## src/common/smbus_seq_pkg.sv

```systemverilog
// Constants and types for the serial data sequencer
package smbus_seq_pkg;
  // Register indices; byte address is four times the index
  localparam logic [7:0] CONTROL_INDEX = 8'hC0;
  localparam logic [7:0] CONFIG_INDEX = 8'hC1;
  localparam logic [7:0] DATA_INDEX = 8'hC2;
  localparam logic [7:0] MATCH_INDEX = 8'hC4;
  localparam logic [7:0] MASK_INDEX = 8'hC5;
  localparam int ADDR_WIDTH = 12;
  localparam int INDEX_LSB = 2;
  // Control register fields
  localparam int CTL_MASTER = 7;
  localparam int CTL_TRANSMIT_DIRECTION_FLAG = 6;
  localparam int CTL_START = 5;
  localparam int CTL_HALT = 4;
  localparam int CTL_ACKNOWLEDGE_REQUEST_FLAG = 3;
  localparam int CTL_ERROR = 2;
  localparam int CTL_ACK = 1;
  localparam int CTL_PENDING = 0;
  // Config register fields
  localparam int CFG_ENABLE = 0;
  localparam int CFG_BLOCK = 1;
  localparam int CFG_HWACK = 2;
  // Reset values and last bit index
  localparam logic [7:0] DATA_RESET = 8'h00;
  localparam logic [7:0] MATCH_RESET = 8'h00;
  localparam logic [7:0] MASK_RESET = 8'hFE;
  localparam logic [2:0] BIT_LAST = 3'h7;

  typedef struct packed {
    logic hardware_acknowledge_enable;
    logic slave_event_block;
    logic enable;
  } config_type;

  typedef struct packed {
    logic rise;
    logic fall;
    logic level;
  } line_type;

  typedef enum logic [2:0] {
    ST_IDLE,
    ST_RX,
    ST_HOLD_RX,
    ST_ACK_OUT,
    ST_TX,
    ST_TX_ACK,
    ST_POST
  } phase_type;
endpackage

```

## src/logic/line_sync.sv

```systemverilog
// Two-flop synchroniser with edge detection for one bus line
`timescale 1ns/10ps
`default_nettype none
module line_sync
  import smbus_seq_pkg::*;
(
  input wire logic mclk,
  input wire logic rst_n,
  input wire logic pin,
  output line_type line
);
  logic meta;
  logic stable;
  logic last;

  always_ff @(posedge mclk or negedge rst_n) begin
    if (!rst_n) begin
      meta <= 1'b1;
      stable <= 1'b1;
      last <= 1'b1;
    end else begin
      meta <= pin;
      stable <= meta;
      last <= stable;
    end
  end

  // One driver for the whole struct: rise, fall, level
  assign line = {stable & ~last, ~stable & last, stable};
endmodule
`default_nettype wire

```

## src/logic/smbus_slave_data_sequencer.sv

```systemverilog
// Slave data sequencer with shift data register and APB registers
// What this block does
// - Data held stable while pending is set
// - Bytes leave most significant bit first
// - First received bit lands in the MSB
// - Bus data shifts in while shifting out
// - Lost arbitration keeps correct byte in data
// - Unblocked START plus address enters slave receive
// - Write address, no hardware ack: flag, software answers
// - Hardware ack: match address, flag after ack
// - Refused address mutes slave until next START
// - No hardware ack: request flag per data byte
// - Hardware ack: preset value answers, then flag
// - STOP ends receive; with hardware ack, data write turns transmitter
// - Master acks each byte; software loads next
// - Write after NACK before clear flags error
// - STOP ends transmit; no write reverts receiver
// - With hardware ack, read transfer flags always after ack cycle
// - Upper control nibble is the status vector
`timescale 1ns/10ps
`default_nettype none
module smbus_slave_data_sequencer
  import smbus_seq_pkg::*;
(
  input wire logic mclk,
  input wire logic rst_n,
  input wire logic psel,
  input wire logic penable,
  input wire logic pwrite,
  input wire logic [ADDR_WIDTH-1:0] paddr,
  input wire logic [31:0] pwdata,
  output logic [31:0] prdata,
  output logic pready,
  output logic pslverr,
  input wire logic scl_in,
  output logic scl_out,
  output logic scl_oe_n,
  input wire logic sda_in,
  output logic sda_out,
  output logic sda_oe_n
);
  line_type scl;
  line_type sda;
  phase_type phase;
  phase_type next_phase;
  config_type cfg;
  logic [7:0] serial_data_byte;
  logic [7:0] slave_address_match;
  logic [7:0] slave_address_mask;
  logic [2:0] bit_count;
  logic transfer_pending_flag;
  logic acknowledge_request_flag;
  logic transmit_direction_flag;
  logic start_request;
  logic halt_condition_request;
  logic ack_value;
  logic error_flag;
  logic address_byte;
  logic read_address;
  logic ack_now;
  logic ack_started;
  logic tx_armed;
  logic master_nack;
  logic sda_drive;
  logic scl_hold;

  // Only bits set in the mask take part in the compare
  function automatic logic address_hit(input logic [7:0] rx, input logic [7:0] match, input logic [7:0] mask);
    address_hit = ((rx[7:1] ^ match[7:1]) & mask[7:1]) == 7'h00;
  endfunction

  line_sync scl_sync (
    .mclk(mclk),
    .rst_n(rst_n),
    .pin(scl_in),
    .line(scl)
  );

  line_sync sda_sync (
    .mclk(mclk),
    .rst_n(rst_n),
    .pin(sda_in),
    .line(sda)
  );

  // Bus decode
  wire [7:0] index = paddr[INDEX_LSB+7:INDEX_LSB];
  wire aligned = paddr[1:0] == 2'h0 && paddr[ADDR_WIDTH-1:INDEX_LSB+8] == '0;
  wire hit_control = aligned && index == CONTROL_INDEX;
  wire hit_config = aligned && index == CONFIG_INDEX;
  wire hit_data = aligned && index == DATA_INDEX;
  wire hit_match = aligned && index == MATCH_INDEX;
  wire hit_mask = aligned && index == MASK_INDEX;
  wire mapped = hit_control | hit_config | hit_data | hit_match | hit_mask;
  wire setup = psel & ~penable;
  wire wr = psel & penable & pready & pwrite & ~pslverr;
  wire wr_control = wr & hit_control;
  wire wr_config = wr & hit_config;
  wire wr_data = wr & hit_data;

  // Status vector and register images
  wire [3:0] status_vector = {1'b0, transmit_direction_flag, start_request, halt_condition_request};
  wire [7:0] control_image = {status_vector, acknowledge_request_flag, error_flag, ack_value,
    transfer_pending_flag};
  wire [7:0] read_byte = hit_control ? control_image :
    hit_config ? {5'h00, cfg} :
    hit_data ? serial_data_byte :
    hit_match ? slave_address_match :
    hit_mask ? slave_address_mask : 8'h00;

  // Bus events
  wire start_seen = scl.level & sda.fall;
  wire stop_seen = scl.level & sda.rise;
  wire active = cfg.enable;
  wire data_accepted = wr_data & transfer_pending_flag;
  wire pending_clear = wr_control & ~pwdata[CTL_PENDING];
  wire in_slave = phase != ST_IDLE;
  wire byte_done = phase == ST_RX && scl.rise && bit_count == BIT_LAST;
  wire rx_hit = address_hit({serial_data_byte[6:0], sda.level}, slave_address_match, slave_address_mask);
  wire byte_answer = address_byte ? rx_hit : ack_value;
  wire ack_end = phase == ST_ACK_OUT && scl.fall && ack_started;
  wire tx_ack_end = phase == ST_TX_ACK && scl.fall;
  // Posts after a data answer only with hardware ack or a read address; refused address stays mute
  wire post_flag = (ack_end && (ack_now || !address_byte) && (cfg.hardware_acknowledge_enable || read_address)) ||
    tx_ack_end;
  wire hold_flag = byte_done & ~cfg.hardware_acknowledge_enable;
  wire set_pending = hold_flag | post_flag;
  wire resume = transfer_pending_flag & pending_clear;
  // Software answer taken from the clearing write
  wire hold_answer = pwdata[CTL_ACK] & ~read_address;

  // Phase sequencing
  always_comb begin
    next_phase = phase;
    if (!active || stop_seen) begin
      next_phase = ST_IDLE;
    end else if (start_seen) begin
      next_phase = cfg.slave_event_block ? ST_IDLE : ST_RX;
    end else begin
      case (phase)
        ST_IDLE: next_phase = ST_IDLE;
        ST_RX: begin
          if (byte_done) begin
            next_phase = cfg.hardware_acknowledge_enable ? ST_ACK_OUT : ST_HOLD_RX;
          end
        end
        ST_HOLD_RX: begin
          if (resume) begin
            next_phase = ST_ACK_OUT;
          end
        end
        ST_ACK_OUT: begin
          if (ack_end) begin
            if (!ack_now && address_byte) begin
              next_phase = ST_IDLE;
            end else if (post_flag) begin
              next_phase = ST_POST;
            end else begin
              next_phase = ST_RX;
            end
          end
        end
        ST_TX: begin
          // Fall after the eighth rise, counter wrapped
          if (scl.fall && bit_count == 3'h0) begin
            next_phase = ST_TX_ACK;
          end
        end
        ST_TX_ACK: begin
          if (tx_ack_end) begin
            next_phase = ST_POST;
          end
        end
        ST_POST: begin
          if (resume) begin
            next_phase = (tx_armed && !master_nack) ? ST_TX : ST_RX;
          end
        end
        default: next_phase = ST_IDLE;
      endcase
    end
  end

  // Transmit bit drive and stretch hold
  wire tx_last_fall = phase == ST_TX && scl.fall && bit_count == 3'h0;
  wire tx_first = phase == ST_POST && resume && tx_armed && !master_nack;
  wire next_sda_drive = (phase == ST_HOLD_RX && resume) ? hold_answer :
    (phase == ST_ACK_OUT && scl.fall && !ack_started) ? ack_now :
    ack_end ? 1'b0 :
    tx_first ? ~serial_data_byte[7] :
    (phase == ST_TX && scl.fall) ? (tx_last_fall ? 1'b0 : ~serial_data_byte[7]) :
    (next_phase == ST_IDLE) ? 1'b0 : sda_drive;
  // Clock released one cycle after the SDA change, never with it
  wire stretch_phase = phase == ST_HOLD_RX || phase == ST_POST ||
    next_phase == ST_HOLD_RX || next_phase == ST_POST;
  wire next_scl_hold = active && stretch_phase && (scl_hold || !scl.level);

  always_ff @(posedge mclk or negedge rst_n) begin
    if (!rst_n) begin
      phase <= ST_IDLE;
      sda_drive <= 1'b0;
      scl_hold <= 1'b0;
    end else begin
      phase <= next_phase;
      sda_drive <= next_sda_drive;
      scl_hold <= next_scl_hold;
    end
  end

  // Shift register and bit counter
  wire shift_in = (phase == ST_RX || phase == ST_TX) && scl.rise && !transfer_pending_flag;
  always_ff @(posedge mclk or negedge rst_n) begin
    if (!rst_n) begin
      serial_data_byte <= DATA_RESET;
      bit_count <= 3'h0;
    end else begin
      if (shift_in) begin
        serial_data_byte <= {serial_data_byte[6:0], sda.level};
        bit_count <= bit_count + 3'h1;
      end else if (data_accepted) begin
        serial_data_byte <= pwdata[7:0];
      end
      if (start_seen || (next_phase == ST_RX && phase != ST_RX) || tx_first) begin
        bit_count <= 3'h0;
      end
    end
  end

  // Per-byte flags and direction
  always_ff @(posedge mclk or negedge rst_n) begin
    if (!rst_n) begin
      address_byte <= 1'b0;
      read_address <= 1'b0;
      ack_now <= 1'b0;
      ack_started <= 1'b0;
      tx_armed <= 1'b0;
      master_nack <= 1'b0;
      transmit_direction_flag <= 1'b0;
    end else begin
      if (start_seen) begin
        address_byte <= 1'b1;
        read_address <= 1'b0;
      end else if (ack_end) begin
        address_byte <= 1'b0;
      end
      if (byte_done && address_byte) begin
        read_address <= sda.level;
      end
      if (byte_done) begin
        ack_now <= byte_answer;
      end else if (phase == ST_HOLD_RX && resume) begin
        ack_now <= hold_answer;
      end
      if (phase == ST_ACK_OUT && scl.fall) begin
        ack_started <= ~ack_started;
      end else if (phase == ST_HOLD_RX && resume) begin
        ack_started <= 1'b1;
      end else if (phase != ST_ACK_OUT) begin
        ack_started <= 1'b0;
      end
      if (phase == ST_TX_ACK && scl.rise) begin
        master_nack <= sda.level;
      end else if (phase != ST_TX_ACK && phase != ST_POST) begin
        master_nack <= 1'b0;
      end
      if (data_accepted && in_slave && !(phase == ST_POST && master_nack)) begin
        tx_armed <= 1'b1;
      end else if (next_phase != phase) begin
        tx_armed <= 1'b0;
      end
      if (next_phase == ST_TX) begin
        transmit_direction_flag <= 1'b1;
      end else if (next_phase == ST_RX || next_phase == ST_IDLE) begin
        transmit_direction_flag <= 1'b0;
      end
    end
  end

  // Software-visible control bits
  always_ff @(posedge mclk or negedge rst_n) begin
    if (!rst_n) begin
      transfer_pending_flag <= 1'b0;
      acknowledge_request_flag <= 1'b0;
      error_flag <= 1'b0;
      ack_value <= 1'b0;
      start_request <= 1'b0;
      halt_condition_request <= 1'b0;
      cfg <= '0;
      slave_address_match <= MATCH_RESET;
      slave_address_mask <= MASK_RESET;
    end else begin
      transfer_pending_flag <= set_pending | (transfer_pending_flag & ~pending_clear);
      acknowledge_request_flag <= hold_flag | (acknowledge_request_flag & ~resume);
      error_flag <= (wr_data && phase == ST_POST && master_nack) |
        (error_flag & ~(wr_control & ~pwdata[CTL_ERROR]));
      if (wr_control) begin
        ack_value <= pwdata[CTL_ACK];
        start_request <= pwdata[CTL_START];
        halt_condition_request <= pwdata[CTL_HALT];
      end
      if (wr_config) begin
        cfg <= config_type'(pwdata[2:0]);
      end
      if (wr & hit_match) begin
        slave_address_match <= pwdata[7:0];
      end
      if (wr & hit_mask) begin
        slave_address_mask <= pwdata[7:0];
      end
    end
  end

  // APB answer, zero wait states
  always_ff @(posedge mclk or negedge rst_n) begin
    if (!rst_n) begin
      pready <= 1'b0;
      pslverr <= 1'b0;
      prdata <= 32'h00000000;
    end else begin
      pready <= setup;
      pslverr <= setup & ~mapped;
      if (setup) begin
        prdata <= {24'h000000, read_byte};
      end
    end
  end

  // Open-drain pins, enables low while pulling low
  always_ff @(posedge mclk or negedge rst_n) begin
    if (!rst_n) begin
      sda_out <= 1'b0;
      sda_oe_n <= 1'b1;
      scl_out <= 1'b0;
      scl_oe_n <= 1'b1;
    end else begin
      sda_out <= 1'b0;
      sda_oe_n <= ~next_sda_drive;
      scl_out <= 1'b0;
      scl_oe_n <= ~next_scl_hold;
    end
  end
endmodule
`default_nettype wire

```

## config.mk

```make
export PLATFORM = sky130hd
export DESIGN_NAME = smbus_slave_data_sequencer
export DESIGN_NICKNAME = d
export VERILOG_FILES = /design/src/common/smbus_seq_pkg.sv /design/src/logic/line_sync.sv /design/src/logic/smbus_slave_data_sequencer.sv
export SDC_FILE = /design/constraint.sdc
export NUM_CORES = 1
export LEC_CHECK = 0
export ABC_AREA = 0
export BUFFER_PORTS_ARGS = -buffer_cell sky130_fd_sc_hd__buf_2
export CORE_ASPECT_RATIO = 0.7
export CORE_MARGIN = 2
export CORE_UTILIZATION = 37
export DETAILED_ROUTE_END_ITERATION = 16
export GPL_TIMING_DRIVEN = 0
export PLACE_DENSITY = 0.66
export SLEW_MARGIN = 0
export SYNTH_ARGS = -nofsm -noshare
export SYNTH_HDL_FRONTEND = slang
export SYNTH_SLANG_ARGS = --single-unit
```

## constraint.sdc

```tcl
create_clock -name mclk -period 2.7 [get_ports mclk]
set_clock_uncertainty 0.05 [all_clocks]
set_input_delay 0.27 -clock mclk [delete_from_list [all_inputs] [get_ports mclk]]
set_output_delay 0.27 -clock mclk [all_outputs]
set_load 0.01 [all_outputs]
```

# After elaboration in Yosys (flattened, before gate mapping)
# Index checks and enable logic that the tools add are counted.
dict set report classes {
  shifts 0
  add_sub_neg 1
  n_bitwise 54
  muxes 46
  magnitude_cmp 0
  n_div 0
  n_eq_ne 21
  reduce_logical 71
  multipliers 0
}
# cell n
set op_table {}
lappend op_table {{8-bit two-way mux} 7}
lappend op_table {{8-bit == test (second input constant)} 5}
lappend op_table {{3-bit two-way mux} 13}
lappend op_table {{1-bit logical AND} 36}
lappend op_table {{1-bit AND} 26}
lappend op_table {{1-bit two-way mux} 25}
lappend op_table {{3-bit == test (second input constant)} 6}
lappend op_table {{1-bit NOT} 18}
lappend op_table {{3-bit one-hot mux with 6 select lines} 1}
lappend op_table {{2-bit nonzero test} 8}
lappend op_table {{1-bit logical OR} 12}
lappend op_table {{3-bit by 2-bit == test with 1-bit output (second input constant)} 3}
lappend op_table {{1-bit logical NOT} 8}
lappend op_table {{1-bit bitwise OR} 8}
lappend op_table {{7-bit AND} 1}
lappend op_table {{7-bit logical NOT} 1}
lappend op_table {{7-bit bitwise XOR} 1}
lappend op_table {{3-bit by 1-bit == test with 1-bit output (second input constant)} 2}
lappend op_table {{3-bit logical NOT} 2}
lappend op_table {{3-bit inequality test (second input constant)} 2}
lappend op_table {{3-bit nonzero test} 2}
lappend op_table {{2-bit logical NOT} 2}
lappend op_table {{3-bit by 1-bit adder with 3-bit output (second input constant)} 1}
lappend op_table {{3-bit by 1-bit inequality test with 1-bit output (second input constant)} 1}
lappend op_table {{other kinds (2)} 2}
dict set report totals {
  mem_bits_rw 0
  input_bits 51
  ff_bits 66
  memories 0
  rom_bits 0
  word_cells 227
  output_inout_bits 38
  latch_bits 0
}

# Depth between registers and ports, before layout
dict set report depth {
  depth_word 21
  mapped_depth 10
  depth_no_buf 10
}

# Cells and area by module
# Synthesis repeated with hierarchy kept, for this count alone.
dict set report hier_totals {
  hier_cells 378
  area_unflattened_um2 3773.6
}
# mod area_each_um2 seq_area_each_um2 instances cells_each
set modules_own_cells {}
lappend modules_own_cells {smbus_slave_data_sequencer 3570.9 1512.7 1 366}
lappend modules_own_cells {line_sync 101.3 78.8 2 6}

# Worst setup path before layout
# OpenSTA, ideal clock, no wires.
dict set report synth_path {
  path_kind {register to register}
  startpoint {register bit_count[0]}
  endpoint {register sda_drive}
  stages_incl_launch_ff 11
  required_time_ps 2524
  path_buffers 0
  path_slack_ps 530
  synth_period_minus_slack_ps 2170
  t_arrival_ps 1994
  setup_ps 126
  cell_sequence {dfrtp_1 > ha_1 > ha_1 > nor2b_1 > a22o_1 > a22oi_1 > o22a_1 > inv_2 > a21oi_2 > a21oi_1 > o32a_1}
}
dict set report synth_between {
  elab_chain_len 13
  elab_cells_between_ends 18
  cone_classes {eq/ne: 1; mux: 12; reduce/logical: 5}
}
# element line_no
set synth_rtl {}
lappend synth_rtl {{start: declaration} smbus_slave_data_sequencer.sv:50} ;# logic [2:0] bit_count;
lappend synth_rtl {{start signal: assignment} smbus_slave_data_sequencer.sv:219} ;# bit_count <= bit_count + 3'h1;
lappend synth_rtl {{3-bit == test or 3-bit logical NOT (tied branches)} {smbus_slave_data_sequencer.sv:118, smbus_slave_data_sequencer.sv:165}}
lappend synth_rtl {{1-bit logical AND, on equally long branches} {smbus_slave_data_sequencer.sv:118, smbus_slave_data_sequencer.sv:165}}
lappend synth_rtl {{3-bit two-way mux, on equally long branches} {smbus_slave_data_sequencer.sv:143, smbus_slave_data_sequencer.sv:165}}
lappend synth_rtl {{3-bit one-hot mux with 6 select lines (*)} smbus_slave_data_sequencer.sv:140} ;# case (phase)
lappend synth_rtl {{3-bit two-way mux (*)} smbus_slave_data_sequencer.sv:137} ;# end else if (start_seen) begin
lappend synth_rtl {{3-bit two-way mux (*)} smbus_slave_data_sequencer.sv:135} ;# if (!active || stop_seen) begin
lappend synth_rtl {{net next_phase[1]} smbus_slave_data_sequencer.sv:45} ;# phase_type next_phase;
lappend synth_rtl {{3-bit logical NOT (*)} smbus_slave_data_sequencer.sv:192} ;# (next_phase == ST_IDLE) ? 1'b0 : sda_drive;
lappend synth_rtl {{1-bit two-way mux (*)} smbus_slave_data_sequencer.sv:192}
lappend synth_rtl {{1-bit two-way mux (*)} smbus_slave_data_sequencer.sv:191} ;# (phase == ST_TX && scl.fall) ? (tx_last_fall ? 1'b0 : ~serial_data_byte[7]) :
lappend synth_rtl {{1-bit two-way mux (*)} smbus_slave_data_sequencer.sv:190} ;# tx_first ? ~serial_data_byte[7] :
lappend synth_rtl {{1-bit two-way mux (*)} smbus_slave_data_sequencer.sv:189} ;# ack_end ? 1'b0 :
lappend synth_rtl {{1-bit two-way mux (*)} smbus_slave_data_sequencer.sv:188} ;# (phase == ST_ACK_OUT && scl.fall && !ack_started) ? ack_now :
lappend synth_rtl {{1-bit two-way mux (*)} smbus_slave_data_sequencer.sv:187} ;# wire next_sda_drive = (phase == ST_HOLD_RX && resume) ? hold_answer :
lappend synth_rtl {{net next_sda_drive} smbus_slave_data_sequencer.sv:187}
lappend synth_rtl {{end signal: assignment} smbus_slave_data_sequencer.sv:205} ;# sda_drive <= next_sda_drive;
lappend synth_rtl {{end: declaration} smbus_slave_data_sequencer.sv:64} ;# logic sda_drive;
# Mark *: on every way through the listed nets, which the timed path passes. The rest lies on a longest branch.
# A chain may end at the register's enable or synchronous reset.

# Worst setup path after layout
dict set report layout_path {
  startpoint {register bit_count[1]}
  endpoint {register sda_drive}
}
# The elaborated chain is that of the path after synthesis.

==> flow_metrics.py <==
metrics = {
    "clock_tree": {
        "clock_insertion_delay_worst_skew_ps": 340,
        "cts-root-buf": "clkbuf_16",
        "clock_sinks": 66,
        "path_clk_slew_ps": 60,
        "cts_tree": "done",
        "cts_buffers": 9,
        "clockBufferDepth": 2,
        "h-tree-depth": 3,
    },
    "flow_run": {
        "max_cap_viol_count": 0,
    },
    "yosys": {
        "synth-async-reset-ratio": 1.00,
        "synth_edf_count": 0,
        "synth-seq-cells": 66,
        "synth.distinct_cells": 70,
        "synth_flop_cell": "dfrtp_1",
        "avgSynthCellArea_sq_um": 9.83,
        "syn-instance-count": 385,
        "syn_area_sq_um": 3780,
        "yosys_warnings": 0,
        "seq_area_frac_synth": 0.441,
    },
    "grt": {
        "busiest_layer": "met1",
        "met3_usage": 0.0593,
        "grt_start_max_net_pins": 67,
        "use_met1": 0.286,
        "grtUsageMet2": 0.250,
        "antenna_found_initial": 0,
        "grt-ovfl-total": 0,
        "grt_first_pass_wirelength_microns": 15900,
        "grt_pass1_vias": 2967,
        "track_usage": 0.186,
    },
    "timing": {
        "slew_headroom": 0.439,
        "post-route-period-util": 0.942,
        "setup_viol": 0,
        "layout_min_cycle_time_ps": 2540,
        "rsz0062_at_grt": "false",
        "clock.fmax_ghz": 0.393,
        "hold_violations": 16,
        "tns_ps": 0,
        "tightest_slew_ps": 842,
        "slew_viol_final": 0,
        "whs_ps": -30.8,
    },
    "floorplan": {
        "die_area_sq_um": 11100,
        "pin_count": 89,
        "die_w_microns": 125,
        "rows": 30,
        "fp.dieH_microns": 88.6,
        "initial_utilization": 0.385,
        "coreArea_sq_um": 9830,
    },
    "power_and_ir_drop": {
        "ir_worst_vdd_v": 0.000307,
        "power.density_nw_per_um2": 513,
        "p_total_mw": 2.35,
        "leakagePower_nw": 2.14,
    },
    "placement": {
        "finalWeightedCongestion": 0.910,
        "port_buffers": 38,
        "hpwl_microns": 7370,
    },
    "final_layout": {
        "drive_above_1_share": 0.279,
        "num-nets-final": 515,
        "area_growth_pct": 20.9,
        "antennaDiodeCount": 0,
        "multi_input_area_sq_um": 1900,
        "final_common_cell": "dfrtp_1",
        "ff_latch_area_sq_um": 1670,
        "mostFrequentLayoutCells": "51 x dfrtp_1, 42 x buf_2, 29 x buf_4",
        "num-fill-cells": 921,
    },
    "min_path": {
        "hold_path_class": "primary input to async pin",
    },
    "setup_path": {
        "start_kind": "register",
        "slowest_delay_ps": 400,
        "r2r_cells": 10,
        "crit_path_frequent_cell": "ha_1",
        "crit_path_end_kind": "register",
        "crit_slowest_cell": "dfrtp_1",
        "crit_chain": "ha_1, ha_1, nor2b_1, a22o_1, a22oi_2, o22a_1, inv_2, a21oi_2, a21oi_1, o32a_1",
        "cp.required_ps": 2870,
        "crit_type": "register to register",
        "path_max_fanout": 3,
        "arrival_ps": 2710,
    },
    "status": {
        "status": "complete, but fails checks",
        "violations": "hold timing",
    },
    "detailed_routing": {
        "postRouteAntennaNets": 0,
        "drt-total-wl_microns": 9940,
        "dr.first_iter.drc_count": 323,
        "viasPerCell": 5.34,
        "wl_per_cell_microns": 16.7,
        "route.detailed.drc": 0,
        "vias": 3172,
        "firstDrtPassIters": 5,
    },
}
logic make-up (layout without fill, tap and decap cells):
logic type / Yosys count / in the layout / share of synthesized area
AO/OA/AOI/OAI: 98 / 98 / 0.170
multiplexers: 31 / 31 / 0.0889
adder cells (fa/ha/maj): 3 / 3 / 0.00992
flip-flops: 66 / 66 / 0.441
AND/OR/NAND/NOR: 121 / 121 / 0.175
other: 1 / 26 / 0.000991
buffers and inverters: 53 / 109 / 0.0859
XOR/XNOR: 12 / 12 / 0.0278
cell type report:
class	count	area share
well taps	128	0.0350
flip-flops and latches	66	0.365
plain buffers	41	0.0612
multi-input cells	291	0.416
clock buffers	10	0.0522
inverters	12	0.00984
repair buffers	40	0.0465
clock inverters	6	0.0142
worst max-delay path: cells and delay by family, from the launching register on:
family,cells,cell delay [ps]
and+or+nand+nor,1,150
buffers and inverters,1,70
AOI/OAI and AO/OA,6,1330
DFF,1,400
adders and majority gates,2,430
power by group:
group / switching [mW] / internal (mW)
sequential: 0.00569 / 1.00
clock: 0.462 / 0.741
combinational: 0.0856 / 0.0546
registers in the layout, summed over array words and instances (netlist names), 2 cells and up:
name,cells
bit_count,3
cfg,2
phase,3
prdata,8
serial_data_byte,8
slave_address_mask,8
slave_address_match,8
cell usage after synthesis (all sizes together), types with 2 or more instances:
cell type / n / area (sq um)
dfrtp: 51 / 1280
buf: 36 / 261
a21oi: 29 / 149
nand2: 29 / 116
o21ai: 28 / 140
nor2: 27 / 101
mux2: 21 / 236
dfstp: 15 / 394
inv: 12 / 45.1
nand3: 12 / 60.1
and3: 10 / 63.8
mux2i: 10 / 100
xor2: 10 / 87.6
nor2b: 9 / 56.3
a22oi: 7 / 52.6
nand2b: 7 / 43.8
a221oi: 6 / 52.6
clkbuf: 5 / 18.8
o31ai: 5 / 42.5
or3: 5 / 36.3
ha: 3 / 37.5
nand4: 3 / 18.8
nor3: 3 / 20.0
o211ai: 3 / 22.5
a21boi: 2 / 18.8
a21o: 2 / 15.0
a222oi: 2 / 20.0
a31oi: 2 / 18.8
and2: 2 / 12.5
and4: 2 / 17.5
nor4: 2 / 27.5
or2: 2 / 12.5
or4: 2 / 18.8
xnor2: 2 / 17.5
timing repair:
action / in CTS / in global routing
hold endpoints to repair: 2 / 0
hold buffers: 2 / 0
setup endpoints to repair: 0 / 5
resized for setup: 0 / 3
buffers inserted: 0 / 0
routing by layer:
layer | vias to the layer above | share of wire
met4 | 0 | 0.012
met5 | - | 0
li1 | 1485 | -
met2 | 141 | 0.39
met3 | 15 | 0.091
met1 | 1531 | 0.51
worst paths after layout:
path / startpoint / end / slack, ps
setup reg to reg: bit_count[1] / sda_drive / 160
min in group mclk: pwdata[6] / slave_address_mask[6] / 130
max in group asynchronous: rst_n / phase[0] / 2060
setup / recovery: bit_count[1] / sda_drive / 160
hold reg to reg: scl_sync.meta / scl_sync.stable / 300
hold / removal: rst_n / slave_address_match[7] / -30
metrics by stage:
stage / worst slack (ps) / util / area [sq um] / cells / hold WS [ps]
floorplan: 530 / - / 3880 / 410 / -75.6
detailed placement: 76.3 / 0.430 / 4230 / 576 / 297
global route: 42.4 / 0.465 / 4580 / 594 / 56.6
finish: 157 / 0.465 / 4580 / 594 / -30.8
global placement: 128 / 0.430 / 4230 / 576 / 296
CTS: 24.1 / 0.463 / 4560 / 594 / 14.5
Power figures use the tool's default switching activity.
